### config.mk
export PLATFORM = sky130hd
export DESIGN_NAME = can_busoff_recovery_ctrl
export DESIGN_NICKNAME = d
export VERILOG_FILES = /design/src/can_recovery_pkg.sv /design/src/trig_tx_timer.sv /design/src/can_busoff_recovery_ctrl.sv
export SDC_FILE = /design/constraint.sdc
export NUM_CORES = 1
export LEC_CHECK = 0
export BUFFER_PORTS_ARGS = -buffer_cell sky130_fd_sc_hd__buf_2
export CORE_ASPECT_RATIO = 2
export CORE_MARGIN = 2
export CORE_UTILIZATION = 28
export DETAILED_ROUTE_END_ITERATION = 8
export SLEW_MARGIN = 10
export SYNTH_ARGS = -nofsm -noshare
export SYNTH_HDL_FRONTEND = slang
export SYNTH_SLANG_ARGS = --single-unit
### constraint.sdc
create_clock -name ref_clk -period 5.2 [get_ports ref_clk]
set_input_delay 0.78 -clock ref_clk [delete_from_list [all_inputs] [get_ports ref_clk]]
set_output_delay 0.78 -clock ref_clk [all_outputs]
set_load 0.1 [all_outputs]
### src/can_recovery_pkg.sv
// Constants and types shared by the bus-off recovery controller files.
package can_recovery_pkg;

	// ****************************************************************
	// Register offsets (byte addresses on the APB side)
	// ****************************************************************
	localparam logic [7:0] OFS_CTRL = 8'h00;
	localparam logic [7:0] OFS_STATUS = 8'h04;
	localparam logic [7:0] OFS_ECR = 8'h08;
	localparam logic [7:0] OFS_FLAGS = 8'h0c;
	localparam logic [7:0] OFS_IE = 8'h10;
	localparam logic [7:0] OFS_RXTO = 8'h14;
	localparam logic [7:0] OFS_NTCC = 8'h18;
	localparam logic [7:0] OFS_BITCFG = 8'h1c;
	localparam logic [7:0] OFS_TT_A = 8'h20;
	localparam logic [7:0] OFS_TT_B = 8'h24;
	localparam logic [7:0] OFS_TT_C = 8'h28;
	localparam logic [7:0] OFS_RXBUF_LO = 8'h30;
	localparam logic [7:0] OFS_RXBUF_HI = 8'h34;
	localparam logic [7:0] OFS_RXINFO = 8'h38;

	// ****************************************************************
	// Field positions
	// ****************************************************************
	localparam int CTRL_HALT_BIT = 0;
	localparam int CTRL_TXREQ_BIT = 1;
	localparam int ST_LEC_LSB = 0;
	localparam int ST_ACT_LSB = 3;
	localparam int ST_BO_BIT = 7;
	localparam int ECR_REC_LSB = 8;
	localparam int FL_PE = 0;
	localparam int FL_TO = 1;
	localparam int FL_NF = 2;
	localparam int FL_TT = 3;
	localparam int IE_PE = 0;
	localparam int IE_F0 = 1;
	localparam int IE_F1 = 2;
	localparam int IE_DB = 3;
	localparam int IE_TT = 4;
	localparam int RXTO_TEIE_BIT = 16;
	localparam int NTCC_SRC_BIT = 0;
	localparam int NTCC_PRE_LSB = 4;
	localparam int TT_GO_BIT = 31;

	// ****************************************************************
	// Reset values and counts
	// ****************************************************************
	localparam logic [15:0] BITCFG_RST = 16'h000a;
	localparam logic HALT_RST = 1'b1;
	localparam logic [3:0] IDLE_BITS = 4'hb;
	localparam logic [7:0] RECOV_OCC = 8'h81;
	localparam logic [2:0] LEC_BIT0 = 3'h5;
	localparam logic [8:0] TEC_ERR_STEP = 9'h008;
	localparam logic [8:0] TEC_LIMIT = 9'h0ff;
	localparam logic [7:0] REC_MAX = 8'h7f;
	localparam logic [3:0] BUF_BYTES = 4'h8;

	// ****************************************************************
	// Types
	// ****************************************************************
	typedef enum logic [1:0] {ACT_SYNC, ACT_IDLE, ACT_RX, ACT_TX} act_e;
	localparam logic [1:0] STORE_FIFO0 = 2'h0;
	localparam logic [1:0] STORE_FIFO1 = 2'h1;

endpackage

### src/trig_tx_timer.sv
// One triggered-transmission reload timer.
`timescale 1ns/1ps
`default_nettype none
module trig_tx_timer
	import can_recovery_pkg::*;
(
	// Clock and reset
	input wire logic ref_clk,
	input wire logic rst_n,
	// Control
	input wire logic tick,
	input wire logic load,
	input wire logic go,
	input wire logic [15:0] reload,
	// Trigger
	output logic fire
);
	typedef struct packed {
		logic run;
		logic [15:0] cnt;
		logic fire;
	} tmr_s;

	tmr_s s_r;
	tmr_s s_nxt;

	assign fire = s_r.fire;

	// Loading reload N gives N+1 ticks before the trigger.
	always_comb begin
		s_nxt = s_r;
		s_nxt.fire = 1'b0;
		if (load) begin
			s_nxt.run = go;
			s_nxt.cnt = reload;
		end else if (s_r.run && tick) begin
			if (s_r.cnt == 16'h0000) begin
				s_nxt.run = 1'b0;
				s_nxt.fire = 1'b1;
			end else begin
				s_nxt.cnt = s_r.cnt - 16'h0001;
			end
		end
	end

	always_ff @(posedge ref_clk) begin
		if (!rst_n) begin
			s_r <= '0;
		end else begin
			s_r <= s_nxt;
		end
	end
endmodule
`default_nettype wire

### src/can_busoff_recovery_ctrl.sv
// CAN node bus-off recovery, activity state, flags and receive buffer.
//
// The APB slave port and the register addresses are this design's own decisions.
`timescale 1ns/1ps
`default_nettype none
//
// Contract
// Flag set wins over software clear
// Interrupt request only on flag rising
// Timeout flag exempt: its clear wins
// Software rereads flag, repeats clear until zero
// Bus-off sets status and halt request
// Software clears halt to resume
// Wait 129 idle runs, then reset counters
// Idle runs counted in receive error counter
// Each idle run sets bit-zero code, flag
// Recovery reports synchronizing, bus-off stays set
// Bus-off clears after 1420 bit times
// No frames accepted during recovery
// Requested transmission held until idle
// Clear status, counters; idle one bit later
// Idle one bit, then receive or transmit
// Store only DLC bytes, keep others
// Software uses only DLC bytes
// Timeout reload needs new-frame enable
// Software enables new-frame interrupt per store
// Timer counts reload plus one, triggers
// Software programs reload as count minus one
// Dominant bit restarts recessive run count
module can_busoff_recovery_ctrl
	import can_recovery_pkg::*;
(
	// Clock and reset
	input wire logic ref_clk,
	input wire logic rst_n,
	// APB slave
	input wire logic [7:0] paddr,
	input wire logic psel,
	input wire logic penable,
	input wire logic pwrite,
	input wire logic [31:0] pwdata,
	output logic [31:0] prdata,
	output logic pready,
	output logic pslverr,
	// CAN pins
	input wire logic can_rx,
	output logic can_tx,
	// Protocol engine events
	input wire logic tx_err_evt,
	input wire logic rx_err_evt,
	input wire logic rx_frame_valid,
	input wire logic [3:0] rx_dlc,
	input wire logic [63:0] rx_data,
	input wire logic [1:0] rx_store,
	// Status and requests
	output logic [1:0] activity_state,
	output logic busoff_status_bit,
	output logic tx_start,
	output logic [3:0] irq_req
);
	// ****************************************************************
	// State
	// ****************************************************************
	typedef struct packed {
		logic rx_s1;
		logic rx_s2;
		logic [15:0] bit_cnt;
		logic [3:0] run;
		act_e act;
		logic idle_held;
		logic [7:0] occ;
		logic [1:0] rstep;
		logic halt;
		logic bo;
		logic [2:0] lec;
		logic [7:0] tec;
		logic [7:0] rec;
		logic tx_pend;
		logic [3:0] fl;
		logic [4:0] ie;
		logic [15:0] to_reload;
		logic teie;
		logic [15:0] to_cnt;
		logic ntcc_src;
		logic [7:0] ntcc_pre;
		logic [7:0] pre_cnt;
		logic [15:0] bit_cfg;
		logic [2:0][15:0] tt_reload;
		logic [7:0][7:0] rx_buf;
		logic [3:0] rx_dlc;
		logic pready;
		logic [31:0] prdata;
		logic pslverr;
		logic [3:0] irq;
		logic tx_start;
		logic can_tx;
	} ctl_s;

	ctl_s s_r;
	ctl_s s_nxt;
	logic [2:0] tt_load;
	logic [2:0] tt_fire;
	logic tt_tick;

	assign prdata = s_r.prdata;
	assign pready = s_r.pready;
	assign pslverr = s_r.pslverr;
	assign can_tx = s_r.can_tx;
	assign activity_state = s_r.act;
	assign busoff_status_bit = s_r.bo;
	assign tx_start = s_r.tx_start;
	assign irq_req = s_r.irq;

	// ****************************************************************
	// Triggered-transmission timers
	// ****************************************************************
	genvar g;
	for (g = 0; g < 3; g++) begin : g_tt
		trig_tx_timer u_tmr (
			.ref_clk(ref_clk),
			.rst_n(rst_n),
			.tick(tt_tick),
			.load(tt_load[g]),
			.go(pwdata[TT_GO_BIT]),
			.reload(pwdata[15:0]),
			.fire(tt_fire[g])
		);
	end

	// ****************************************************************
	// Next-state logic
	// ****************************************************************
	always_comb begin
		logic wr;
		logic bit_tick;
		logic pre_tick;
		logic idle_run;
		logic [8:0] tec_sum;
		logic [3:0] fl_set;
		logic [3:0] fl_clr;
		logic nf_en;
		logic [3:0] dlc_eff;
		wr = psel && penable && s_r.pready && pwrite;
		s_nxt = s_r;
		fl_set = 4'h0;
		fl_clr = 4'h0;
		idle_run = 1'b0;
		tec_sum = {1'b0, s_r.tec} + TEC_ERR_STEP;
		dlc_eff = (s_r.rx_dlc > BUF_BYTES) ? BUF_BYTES : s_r.rx_dlc;
		dlc_eff = (rx_dlc > BUF_BYTES) ? BUF_BYTES : rx_dlc;
		s_nxt.tx_start = 1'b0;

		// The first flop only feeds the second, against metastability.
		s_nxt.rx_s1 = can_rx;
		s_nxt.rx_s2 = s_r.rx_s1;

		// Bit time and timer prescaler.
		bit_tick = (s_r.bit_cnt == 16'h0000);
		s_nxt.bit_cnt = bit_tick ? s_r.bit_cfg - 16'h0001
			: s_r.bit_cnt - 16'h0001;
		pre_tick = (s_r.pre_cnt == 8'h00);
		s_nxt.pre_cnt = pre_tick ? s_r.ntcc_pre : s_r.pre_cnt - 8'h01;
		tt_tick = s_r.ntcc_src ? pre_tick : bit_tick;

		// Runs of eleven recessive bits.
		if (bit_tick) begin
			if (!s_r.rx_s2) begin
				s_nxt.run = 4'h0;
			end else if (s_r.run == IDLE_BITS - 4'h1) begin
				s_nxt.run = 4'h0;
				idle_run = 1'b1;
			end else begin
				s_nxt.run = s_r.run + 4'h1;
			end
		end

		// Activity state machine.
		case (s_r.act)
			ACT_SYNC: begin
				if (s_r.halt) begin
					s_nxt.run = 4'h0;
				end else if (s_r.bo) begin
					if (s_r.rstep == 2'h0 && idle_run) begin
						s_nxt.occ = s_r.occ + 8'h01;
						s_nxt.rec = s_r.occ + 8'h01;
						s_nxt.lec = LEC_BIT0;
						fl_set[FL_PE] = 1'b1;
						if (s_r.occ + 8'h01 == RECOV_OCC) begin
							s_nxt.rstep = 2'h1;
						end
					end else if (s_r.rstep == 2'h1 && bit_tick) begin
						s_nxt.bo = 1'b0;
						s_nxt.tec = 8'h00;
						s_nxt.rec = 8'h00;
						s_nxt.occ = 8'h00;
						s_nxt.rstep = 2'h2;
					end
				end else if (s_r.rstep == 2'h2) begin
					if (bit_tick) begin
						s_nxt.act = ACT_IDLE;
						s_nxt.idle_held = 1'b0;
						s_nxt.rstep = 2'h0;
					end
				end else if (idle_run) begin
					s_nxt.act = ACT_IDLE;
					s_nxt.idle_held = 1'b0;
				end
			end
			ACT_IDLE: begin
				if (bit_tick) begin
					s_nxt.idle_held = 1'b1;
					if (s_r.idle_held && !s_r.rx_s2) begin
						s_nxt.act = ACT_RX;
					end else if (s_r.idle_held && s_r.tx_pend) begin
						s_nxt.act = ACT_TX;
						s_nxt.tx_pend = 1'b0;
						s_nxt.tx_start = 1'b1;
					end
				end
			end
			ACT_RX, ACT_TX: begin
				if (idle_run) begin
					s_nxt.act = ACT_IDLE;
					s_nxt.idle_held = 1'b0;
				end
			end
			default: begin
				s_nxt.act = ACT_SYNC;
			end
		endcase

		// Only the start of frame is driven here, dominant for one clock cycle rather than a whole bit time.
		s_nxt.can_tx = !(s_r.act == ACT_TX && s_r.tx_start);

		// Error counters and bus-off entry.
		if (!s_r.bo && tx_err_evt) begin
			if (tec_sum > TEC_LIMIT) begin
				s_nxt.bo = 1'b1;
				s_nxt.halt = 1'b1;
				s_nxt.act = ACT_SYNC;
				s_nxt.tec = 8'hff;
				s_nxt.occ = 8'h00;
				s_nxt.rstep = 2'h0;
			end else begin
				s_nxt.tec = tec_sum[7:0];
			end
		end
		if (!s_r.bo && rx_err_evt && s_r.rec < REC_MAX) begin
			s_nxt.rec = s_r.rec + 8'h01;
		end

		// Frames are refused while halted or recovering.
		if (rx_frame_valid && !s_r.bo && !s_r.halt) begin
			s_nxt.rx_dlc = rx_dlc;
			for (int i = 0; i < 8; i++) begin
				if (4'(i) < dlc_eff) begin
					s_nxt.rx_buf[i] = rx_data[8*i +: 8];
				end
			end
			fl_set[FL_NF] = 1'b1;
			case (rx_store)
				STORE_FIFO0: nf_en = s_r.ie[IE_F0];
				STORE_FIFO1: nf_en = s_r.ie[IE_F1];
				default: nf_en = s_r.ie[IE_DB];
			endcase
			// Known quirk: reload on a frame only with its enable set.
			if (nf_en) begin
				s_nxt.to_cnt = s_r.to_reload;
			end
		end else begin
			nf_en = 1'b0;
		end

		// Receive timeout counter.
		if (s_r.to_reload != 16'h0000 && bit_tick && !nf_en) begin
			if (s_r.to_cnt == 16'h0000) begin
				fl_set[FL_TO] = 1'b1;
				s_nxt.to_cnt = s_r.to_reload;
			end else begin
				s_nxt.to_cnt = s_r.to_cnt - 16'h0001;
			end
		end

		if (|tt_fire) begin
			s_nxt.tx_pend = 1'b1;
			fl_set[FL_TT] = 1'b1;
		end

		// Register writes.
		tt_load = 3'h0;
		if (wr) begin
			case (paddr)
				OFS_CTRL: begin
					if (!s_nxt.bo || s_r.bo) begin
						s_nxt.halt = pwdata[CTRL_HALT_BIT] || s_nxt.halt
							&& !s_r.halt;
					end
					if (pwdata[CTRL_HALT_BIT]) begin
						s_nxt.act = ACT_SYNC;
					end
					if (pwdata[CTRL_TXREQ_BIT]) begin
						s_nxt.tx_pend = 1'b1;
					end
				end
				OFS_FLAGS: fl_clr = pwdata[3:0];
				OFS_IE: s_nxt.ie = pwdata[4:0];
				OFS_RXTO: begin
					s_nxt.to_reload = pwdata[15:0];
					s_nxt.to_cnt = pwdata[15:0];
					s_nxt.teie = pwdata[RXTO_TEIE_BIT];
				end
				OFS_NTCC: begin
					s_nxt.ntcc_src = pwdata[NTCC_SRC_BIT];
					s_nxt.ntcc_pre = pwdata[NTCC_PRE_LSB +: 8];
				end
				OFS_BITCFG: begin
					if (pwdata[15:0] != 16'h0000) begin
						s_nxt.bit_cfg = pwdata[15:0];
					end
				end
				OFS_TT_A, OFS_TT_B, OFS_TT_C: begin
					tt_load[paddr[3:2]] = 1'b1;
					s_nxt.tt_reload[paddr[3:2]] = pwdata[15:0];
				end
				default: begin
				end
			endcase
		end

		// Hardware sets beat a clear, except for the timeout flag.
		s_nxt.fl = (s_r.fl & ~fl_clr) | fl_set;
		s_nxt.fl[FL_TO] = (s_r.fl[FL_TO] | fl_set[FL_TO])
			& ~fl_clr[FL_TO];
		s_nxt.irq = s_nxt.fl & ~s_r.fl & {s_r.ie[IE_TT],
			s_r.ie[IE_F0] | s_r.ie[IE_F1] | s_r.ie[IE_DB],
			s_r.teie, s_r.ie[IE_PE]};

		// APB answer: one wait state, read data captured in setup.
		s_nxt.pready = psel && penable && !s_r.pready;
		if (psel && !penable) begin
			s_nxt.pslverr = 1'b0;
			case (paddr)
				OFS_CTRL: s_nxt.prdata = {30'h0, s_r.tx_pend, s_r.halt};
				OFS_STATUS: s_nxt.prdata = {24'h0, s_r.bo, 2'h0,
					s_r.act, s_r.lec};
				OFS_ECR: s_nxt.prdata = {16'h0, s_r.rec, s_r.tec};
				OFS_FLAGS: s_nxt.prdata = {28'h0, s_r.fl};
				OFS_IE: s_nxt.prdata = {27'h0, s_r.ie};
				OFS_RXTO: s_nxt.prdata = {15'h0, s_r.teie, s_r.to_reload};
				OFS_NTCC: s_nxt.prdata = {20'h0, s_r.ntcc_pre, 3'h0,
					s_r.ntcc_src};
				OFS_BITCFG: s_nxt.prdata = {16'h0, s_r.bit_cfg};
				OFS_TT_A, OFS_TT_B, OFS_TT_C: s_nxt.prdata = {16'h0,
					s_r.tt_reload[paddr[3:2]]};
				OFS_RXBUF_LO: s_nxt.prdata = s_r.rx_buf[3:0];
				OFS_RXBUF_HI: s_nxt.prdata = s_r.rx_buf[7:4];
				OFS_RXINFO: s_nxt.prdata = {28'h0, s_r.rx_dlc};
				default: begin
					s_nxt.prdata = 32'h0;
					s_nxt.pslverr = 1'b1;
				end
			endcase
		end
	end

	always_ff @(posedge ref_clk) begin
		if (!rst_n) begin
			s_r <= '0;
			s_r.halt <= HALT_RST;
			s_r.bit_cfg <= BITCFG_RST;
			s_r.can_tx <= 1'b1;
			s_r.rx_s1 <= 1'b1;
			s_r.rx_s2 <= 1'b1;
		end else begin
			s_r <= s_nxt;
		end
	end
endmodule
`default_nettype wire

# After elaboration in Yosys (flattened, before gate mapping)

Index checks and enable logic that the tools add are counted.

Equal/unequal tests: 31
Mux-type cells: 106
Reduce and logical (&&, ||, !) cells: 87
Bitwise logic cells: 18
$lt $le $gt $ge: 13
Add/subtract/negate cells: 11

Operators by type and width:

| cell                  | count |
|---|---|
| $pmux 32 s12          | 1 |
| $mux 16               | 12 |
| $sub 16x1->16 const B | 6 |
| $logic_not 16->1      | 5 |
| $mux 20               | 3 |
| $mux 8                | 7 |
| $mux 18               | 3 |
| $mux 17               | 3 |
| $bwmux 48             | 1 |
| $eq 8x6->1 const B    | 6 |
| $mux 1                | 36 |
| $reduce_and 2->1      | 18 |
| $bmux 16 s2           | 1 |
| $demux 16 s2          | 1 |
| $eq 8x5->1 const B    | 4 |
| $mux 4                | 8 |
| $reduce_bool 16->1    | 2 |
| $mux 10               | 3 |
| $mux 25               | 1 |
| $mux 12               | 2 |
| $mux 3                | 8 |
| $logic_and 1x1->1     | 22 |
| $mux 2                | 11 |
| $reduce_bool 2->1     | 11 |
| other kinds (44)      | 91 |

Output and inout port bits: 43
Input port bits: 119
Register bits after elaboration: 340
Logic and storage cells: 316

# Depth between registers and ports, before layout

Gate-level depths: netlist (run 1).

Depth after elaboration: 16
Gate-level depth with buffers: 14
Mapped depth without buffers: 11

# Cells and area by module

From an unflattened synthesis (run 1), not the netlist that was laid out.

Cell total of the unflattened synthesis: 2059
Area, all modules: 17284.1 µm²

Modules (own cells, without submodules):

| module                   | times used | area each (µm²) | cells an instance | sequential area each (µm²) |
|---|---|---|---|---|
| can_busoff_recovery_ctrl | 1          | 13819.5         | 1633              | 5685.5 |
| trig_tx_timer            | 3          | 1154.9          | 142               | 360.3 |

# Least setup slack after synthesis (run 1)

Ideal clock, no wire load.

Kind: register to register
Start point: reg s_r[275] (netlist bit)
End point: reg s_r[276] (netlist bit)
Buffers on the path: 3
Cell stages (with the launch flop): 15
Clock period less this slack: 2.872 ns
Library setup time: 0.128 ns
Required time: 5.072 ns
Slack: 2.328 ns
Arrival time: 2.745 ns
Path through: dfxtp_1 -> nor3_1 -> nand4_1 -> buf_4 -> nor2_1 -> buf_2 -> buf_2 -> a21oi_1 -> ha_1 -> nor3b_1 -> nand2_1 -> a311o_1 -> mux2i_1 -> a221oi_1 -> nor2_1

Cells in the longest elaborated chain, start to end: 2
Elaborated cells on any way between the ends: 3
Those cells by class: add/sub: 1; mux: 1; reduce/logical: 1

Ends and longest elaborated chain:

| what                                                     | RTL line                                                         | RTL |
|---|---|---|
| from (decl)                                              | can_busoff_recovery_ctrl.sv:99                                   | `ctl_s s_r;` |
| from (signal assigned)                                   | can_busoff_recovery_ctrl.sv:375                                  | `s_r <= s_nxt;` |
| $sub 16x1->16 / $logic_not 16->1 (equally long branches) | can_busoff_recovery_ctrl.sv:160, can_busoff_recovery_ctrl.sv:158 |  |
| $mux 16 (*)                                              | can_busoff_recovery_ctrl.sv:159                                  | `s_nxt.bit_cnt = bit_tick ? s_r.bit_cfg - 16'h0001` |

Mark *: on every way between the ends. The rest lies on a longest branch, timed or not.
A chain may end at the register's enable or synchronous reset.

# Worst setup path after layout (run 1)

Start point: reg s_r[279] (netlist bit)
End point: reg s_r[193] (netlist bit)

Cells in the longest elaborated chain, start to end: 6

Ends and longest elaborated chain:

| what                                | RTL line                        | RTL |
|---|---|---|
| $logic_not 16->1 (*)                | can_busoff_recovery_ctrl.sv:158 | `bit_tick = (s_r.bit_cnt == 16'h0000);` |
| $logic_and 1x1->1 (*) (2 in series) | can_busoff_recovery_ctrl.sv:275 | `if (s_r.to_reload != 16'h0000 && bit_tick && !nf_en) begin` |
| $mux 16 (*)                         | can_busoff_recovery_ctrl.sv:275 |  |
| $mux 16                             | can_busoff_recovery_ctrl.sv:292 | `case (paddr)` |
| $mux 25 (*)                         | can_busoff_recovery_ctrl.sv:291 | `if (wr) begin` |

Marks and branches as above.

==> results of run 1 <==
[through the flow]
stage	std cells	utilization	cell area (um2)	hold slack (ps)
2_1_floorplan	2030	-	16500	386
3_3_place_gp	2808	0.304	17700	395
3_5_place_dp	2808	0.304	17700	394
4_1_cts	2870	0.326	19000	409
5_1_grt	2872	0.326	19000	416
6_report	2878	0.326	19000	406
[flip-flops by register name (all words and copies together) (netlist names)]
name,cells
activity_state,2
s_nxt,1
g_tt.u_tmr.fire,3
irq_req,4
busoff_status_bit,1
g_tt.u_tmr.s_r,51
can_tx,1
s_r,240
pready,1
prdata,32
pslverr,1
tx_start,1
[worst min path at each step]
stage | to | slack, ps | cells after the start
after global placement | s_r[286] | 400 | 1
after detailed placement | s_r[286] | 390 | 1
after CTS | s_r[286] | 410 | 1
after floorplan | s_r[286] | 390 | 1
final | s_r[286] | 410 | 1
after global routing | s_r[286] | 420 | 1
[power breakdown]
part	internal, mW	switching (mW)	leakage, nW
clock network	1.66	1.10	0.608
registers	2.65	0.0763	2.73
logic	0.314	0.686	3.59
total	4.63	1.86	6.92
[cell usage after synthesis (all sizes together), types with 6 or more instances]
cell,instances
inv,32
buf,66
o311ai,7
nor4b,10
nand3,52
o22ai,13
xnor2,16
o21ai,88
dfxtp,338
a21oi,194
nor4,40
nand2,266
a22o,7
a221oi,7
nor2,231
ha,14
a21o,13
o211ai,20
or3b,6
nand2b,13
o31ai,14
nor2b,7
or4,18
nor3,58
and2,8
clkbuf,102
xor2,21
a31oi,35
or3,23
nand4,30
a22oi,51
and3,13
mux2i,97
o21a,11
a211oi,15
[kinds of logic (layout without fill, tap and decap cells)]
| family | count (synthesis) | in the layout | synth area share |
|---|---|---|---|
| compound gates | 537 | 537 | 0.207 |
| xor+xnor | 37 | 37 | 0.0196 |
| fa+ha+maj | 14 | 14 | 0.0106 |
| buf+inv | 200 | 278 | 0.0562 |
| flops | 338 | 338 | 0.410 |
| mux | 102 | 102 | 0.0622 |
| other cells | 0 | 8 | 0 |
| simple gates | 802 | 802 | 0.234 |
[layout make-up]
type | instances | area (um2)
flip-flops and latches | 338 | 6770
well taps | 762 | 953
diodes | 8 | 20.0
inverters | 32 | 128
clock inverters | 11 | 189
fillers | 6182 | 39200
repair buffers | 184 | 1010
multi-input cells | 1492 | 8850
clock buffers | 51 | 1060
[layout by cell type, fill, tap and decap left out, drive strengths merged, types with 52 or more instances in the layout]
| cell | Yosys | final |
|---|---|---|
| a21oi | 194 | 194 |
| buf | 66 | 184 |
| dfxtp | 338 | 338 |
| mux2i | 97 | 97 |
| nand2 | 266 | 266 |
| nand3 | 52 | 52 |
| nor2 | 231 | 231 |
| nor3 | 58 | 58 |
| o21ai | 88 | 88 |
[routing by layer]
layer	global-route usage	vias to the layer above
met5	0	-
met4	0.151	6
met3	0.0415	244
met2	0.374	746
met1	0.215	7675
li1	-	7450
[worst max-delay path: stages, from the launching register on]
cell and delay (ps):
dfxtp_1 360, nor3_4 420, nand2_1 470, nor3_4 760, a21oi_1 450, o21ai_0 580
o21ai_1 100
==> key figures, run 1 <==
Outcome
  – Status: finished clean

Routing
  – Highest routed metal layer: met5
  – Final ANT Viol Nets: 0
  – Via count: approximately 16000
  – Metal2 WL: between 30 and 40 mm
  – Met3 wire length: 4.73 mm
  – DRT Wirelength: 66.3 mm
  – Pre-antenna DRT Iters: 5
  – Wl on met1: approximately 23 mm
  – Initial DRC Count: around 1200
  – Vias per cell: 5.60
  – WL/cell: between 20 and 25 um
  – Drt drc: 0

Placed design
  – HPWL Detailed: 49.7 mm
  – Pre-CTS WS: ~1700 ps
  – GP Congestion: around 0.99
  – Count of input and output buffers: approximately 150

STA
  – Setup ws final: 1920 ps
  – Max-slew headroom: 0.180
  – Final clock skew: around 17 ps
  – Hold Violations, Final: 0
  – Final min period: 3280 ps
  – Tcrit/Tclk final: 0.630
  – Fin Setup TNS: 0 ps
  – RSZ-0062 raised after global routing: false
  – Worst-Margin Slew: 1230 ps
  – Final setup violation count: 0
  – Max-slew violations: 0
  – Fmax: just over 0.3 GHz

Clock network
  – Clock tree buffer depth: 3
  – Number of post-CTS setup repair buffers: 0
  – Number of buffers created by CTS: 34
  – Clock Pin Slew Worst Setup and Hold Paths: around 70 ps
  – CTS-repair resized insts: 0
  – TritonCTS clock tree: done
  – Htree depth: 2
  – CTS Sinks: around 340
  – CTS Hold Buffers Added: 0
  – Clk Latency, worst-skew pair: roughly 540 ps
  – Root Driver: clkbuf_16

Floorplan
  – Row count: 125
  – I/O Pins: 162
  – Core box area: roughly 58000 um2
  – Chip Width: approximately 180 um
  – Chip height: around 350 um
  – Initial core utilization: 0.284
  – Full die area: ~61000 um2

Worst setup path
  – Critical path arrival: between 3000 and 4000 ps
  – R2r setup slk: 1920 ps
  – CP Data Required Time: roughly 5600 ps
  – End point of the critical path: s_r[193]
  – R2R cell count: 6
  – Worst R2R End: s_r[193]
  – Max FO, Critical Path: 19
  – CP Capture Type: flip-flop
  – Setup Crit Path Kind: flip-flop to flip-flop
  – Crit path launch: s_r[279]
  – R2R Path Start: s_r[279]
  – Worst Setup Start Kind: flip-flop

Synthesis
  – Sequential fraction of the synthesis area: 0.410
  – Syn Area/Cell: approximately 8.1 um2
  – Yosys top cell by area: dfxtp_1
  – Syn nets: ~2200
  – Post-synth EDFFs: 0
  – Prevailing post-synth register cell: dfxtp_1
  – Seq cells post-synth: between 300 and 400
  – Cell area after synthesis: about 17000 um2
  – Synth unique cells: 86
  – Yosys warns: 0
  – Syn Inst Count: approximately 2000
  – Async set or reset register ratio after synthesis: 0
  – Top cells by area, synth: dfxtp_1 41%, nand2_1 6.0%, a21oi_1 5.9%
  – Top-area cell type share of the netlist area: 0.410

Min path
  – Hold Crit Class: flip-flop to flip-flop
  – Hold_sp: s_nxt[286]

Global route
  – Gr ovfl total: 0
  – Antenna violations before repair: 11
  – Number of global-route vias before repair: approximately 16000
  – Overall Global Routing Usage: 0.209
  – First-pass GRT wire length: a little under 100 mm
  – Maximum number of pins on one net before global-route repair: approximately 120

Power
  – PD cells: about 340 nW/um2
  – Peak VDD IR: ~190 uV
  – Lkg Pwr: 6.92 nW
  – Power Total: roughly 6.5 mW

Finish
  – P&R area growth vs syn: 15.0%
  – Layout cells sized above 1: 0.130
  – Final #Nets: 2215

Flow run
  – Max cap viols: 0
No activity file was read; power rests on OpenSTA's default activity.
==> inputs of run 2 (changes only) <==
Clock period 5.2 ns to 2.9 ns, I/O delays scaled along.
==> run 2 against run 1 <==
Net effect: final area up 2.3%; critical path depth up 1; worst hold slack worse by 320 ps; flip-flop and latch count unchanged; power up 77%; combinational power up 100%; wire length up 2.4%; sequential power up 79%; worst setup slack worse by 1800 ps; clock power up 65%; via count up 2.3%; cell count up 2.1%; critical path type unchanged; highest routed layer is now met4.
==> key figures, run 2 (synthesized netlist as in run 1, its figures left out) <==
STA
  – Final min period: about 2800 ps
  – Final setup violation count: 0
  – RSZ-0062 raised after global routing: false
  – Max-slew violations: 0
  – Tcrit/Tclk final: 0.964
  – Fin Setup TNS: 0 ps
  – Final clock skew: 20.7 ps
  – Max-slew headroom: 0.194
  – Hold Violations, Final: 0
  – Fmax: approximately 0.36 GHz
  – Worst-Margin Slew: about 1200 ps

Worst setup path
  – Critical path arrival: ~3200 ps
  – Max FO, Critical Path: 12
  – Setup Crit Path Kind: flip-flop to flip-flop
  – CP Data Required Time: 3310 ps
  – R2R cell count: 7
  – CP Capture Type: flip-flop
  – Worst Setup Start Kind: flip-flop

Global route
  – Number of global-route vias before repair: around 16000
  – First-pass GRT wire length: 99.6 mm
  – Antenna violations before repair: 1
  – Overall Global Routing Usage: 0.216
  – Gr ovfl total: 0
  – Maximum number of pins on one net before global-route repair: 65

Placed design
  – HPWL Detailed: 51.5 mm
  – Count of input and output buffers: ~150
  – Placed Area: around 18000 um2
  – GP Congestion: between 0.9 and 1

Finish
  – Commonest non-fill, non-tap cell in the layout: dfxtp_1
  – Largest Register: s_r
  – P&R area growth vs syn: 17.7%
  – Max reg flops: 240
  – Layout cells sized above 1: 0.158
  – Leading cell types in the layout, fill and taps excluded: 338 x dfxtp_1, 266 x nand2_1, 231 x nor2_1
  – Final core occ: 0.334
  – Final #Nets: around 2300
  – Final Cell Area: between 15000 and 20000 um2

Power
  – Power Total: around 12 mW
  – Combinational fraction of design power: 0.177
  – Peak VDD IR: a little under 400 uV
  – PD cells: 592 nW/um2
  – Switching portion of total power: 0.296
  – Sequential Power Share: 0.426
  – Internal power: a little over 8 mW
  – Clock power frac: 0.397
  – Switching power: between 3 and 4 mW
  – Lkg Pwr: about 7.2 nW

Clock network
  – Number of buffers created by CTS: 34
  – CTS Sinks: 338
  – Root Driver: clkbuf_16
  – TritonCTS clock tree: done
  – Clock tree buffer depth: 3
  – Htree depth: 2
  – Clk Latency, worst-skew pair: approximately 540 ps
  – Clock Pin Slew Worst Setup and Hold Paths: ~60 ps

Routing
  – Vias per cell: about 5.6
  – DRT Wirelength: 67.9 mm
  – WL/cell: ~23 um
  – Drt drc: 0
  – Final ANT Viol Nets: 0
  – Via count: 16485
  – Initial DRC Count: approximately 1300
  – Pre-antenna DRT Iters: 7

Floorplan
  – Chip Width: approximately 180 um
  – Full die area: between 60000 and 70000 um2
  – Chip height: ~350 um
  – Core box area: about 58000 um2
  – Initial core utilization: 0.284
  – Row count: 125
  – I/O Pins: roughly 160

Min path
  – Hold Crit Class: input pin to flip-flop
  – Hold path cells: 2

Flow run
  – Max cap viols: 0

Outcome
  – Status: finished clean
-- run 2: through the flow --
stage | setup WS (ps) | std cells | hold WS [ps]
5_1_grt | 27.3 | 2936 | 109
4_1_cts | 44.7 | 2936 | 68.5
2_1_floorplan | 27.6 | 2030 | 386
6_report | 104 | 2937 | 83.3
3_5_place_dp | 72.5 | 2879 | 391
3_3_place_gp | 38.4 | 2879 | 390
-- run 2: routing by layer --
metal,global-route usage,wire (um)
met1,0.228,24600
met2,0.387,33600
met3,0.0303,4210
met4,0.155,5530
met5,0,0
-- run 2: what timing repair did --
action / 4_1_cts / 5_1_grt
hold buffers: 0 / 0
setup endpoints to repair: 0 / 1
resized for setup: 0 / 2
setup buffers: 0 / 0
-- run 2: power groups by stage --
stage                     Sequential [mW]  Clock (mW)  Combinational [mW]
final                                4.90        4.57                2.03
after global routing                 4.92        4.79                2.14
after CTS                            4.89        4.64                1.99
after detailed placement             5.00           0                1.98
after global placement               4.99           0                1.95
after floorplan                      4.98           0                1.15
-- run 2: layout make-up --
| type | count | area [um2] |
|---|---|---|
| timing repair buffer | 255 | 1600 |
| clock inverter | 10 | 108 |
| multi-input combinational | 1492 | 8860 |
| clock buffer | 47 | 1010 |
| antenna | 1 | 2.50 |
| sequential | 338 | 6770 |
| tap | 762 | 953 |
| fill | 6116 | 38800 |
| inverter | 32 | 128 |
-- run 2: path summary, 6_finish.rpt --
path | startpoint | to | slack (ps)
worst max register to register | s_r[271] | s_r[200] | 100
worst min-delay path | can_rx | s_nxt[286] | 80
worst max-delay path | s_r[271] | s_r[200] | 100
worst min register to register | s_nxt[286] | s_r[286] | 400
-- run 2: critical path, stage by stage, from the launching register on --
cell     delay (ps)
dfxtp_1         350
nor4_4          350
nand4_1         280
buf_4           310
or3_4           480
nor4_2          340
mux2i_1         420
a31oi_1         130
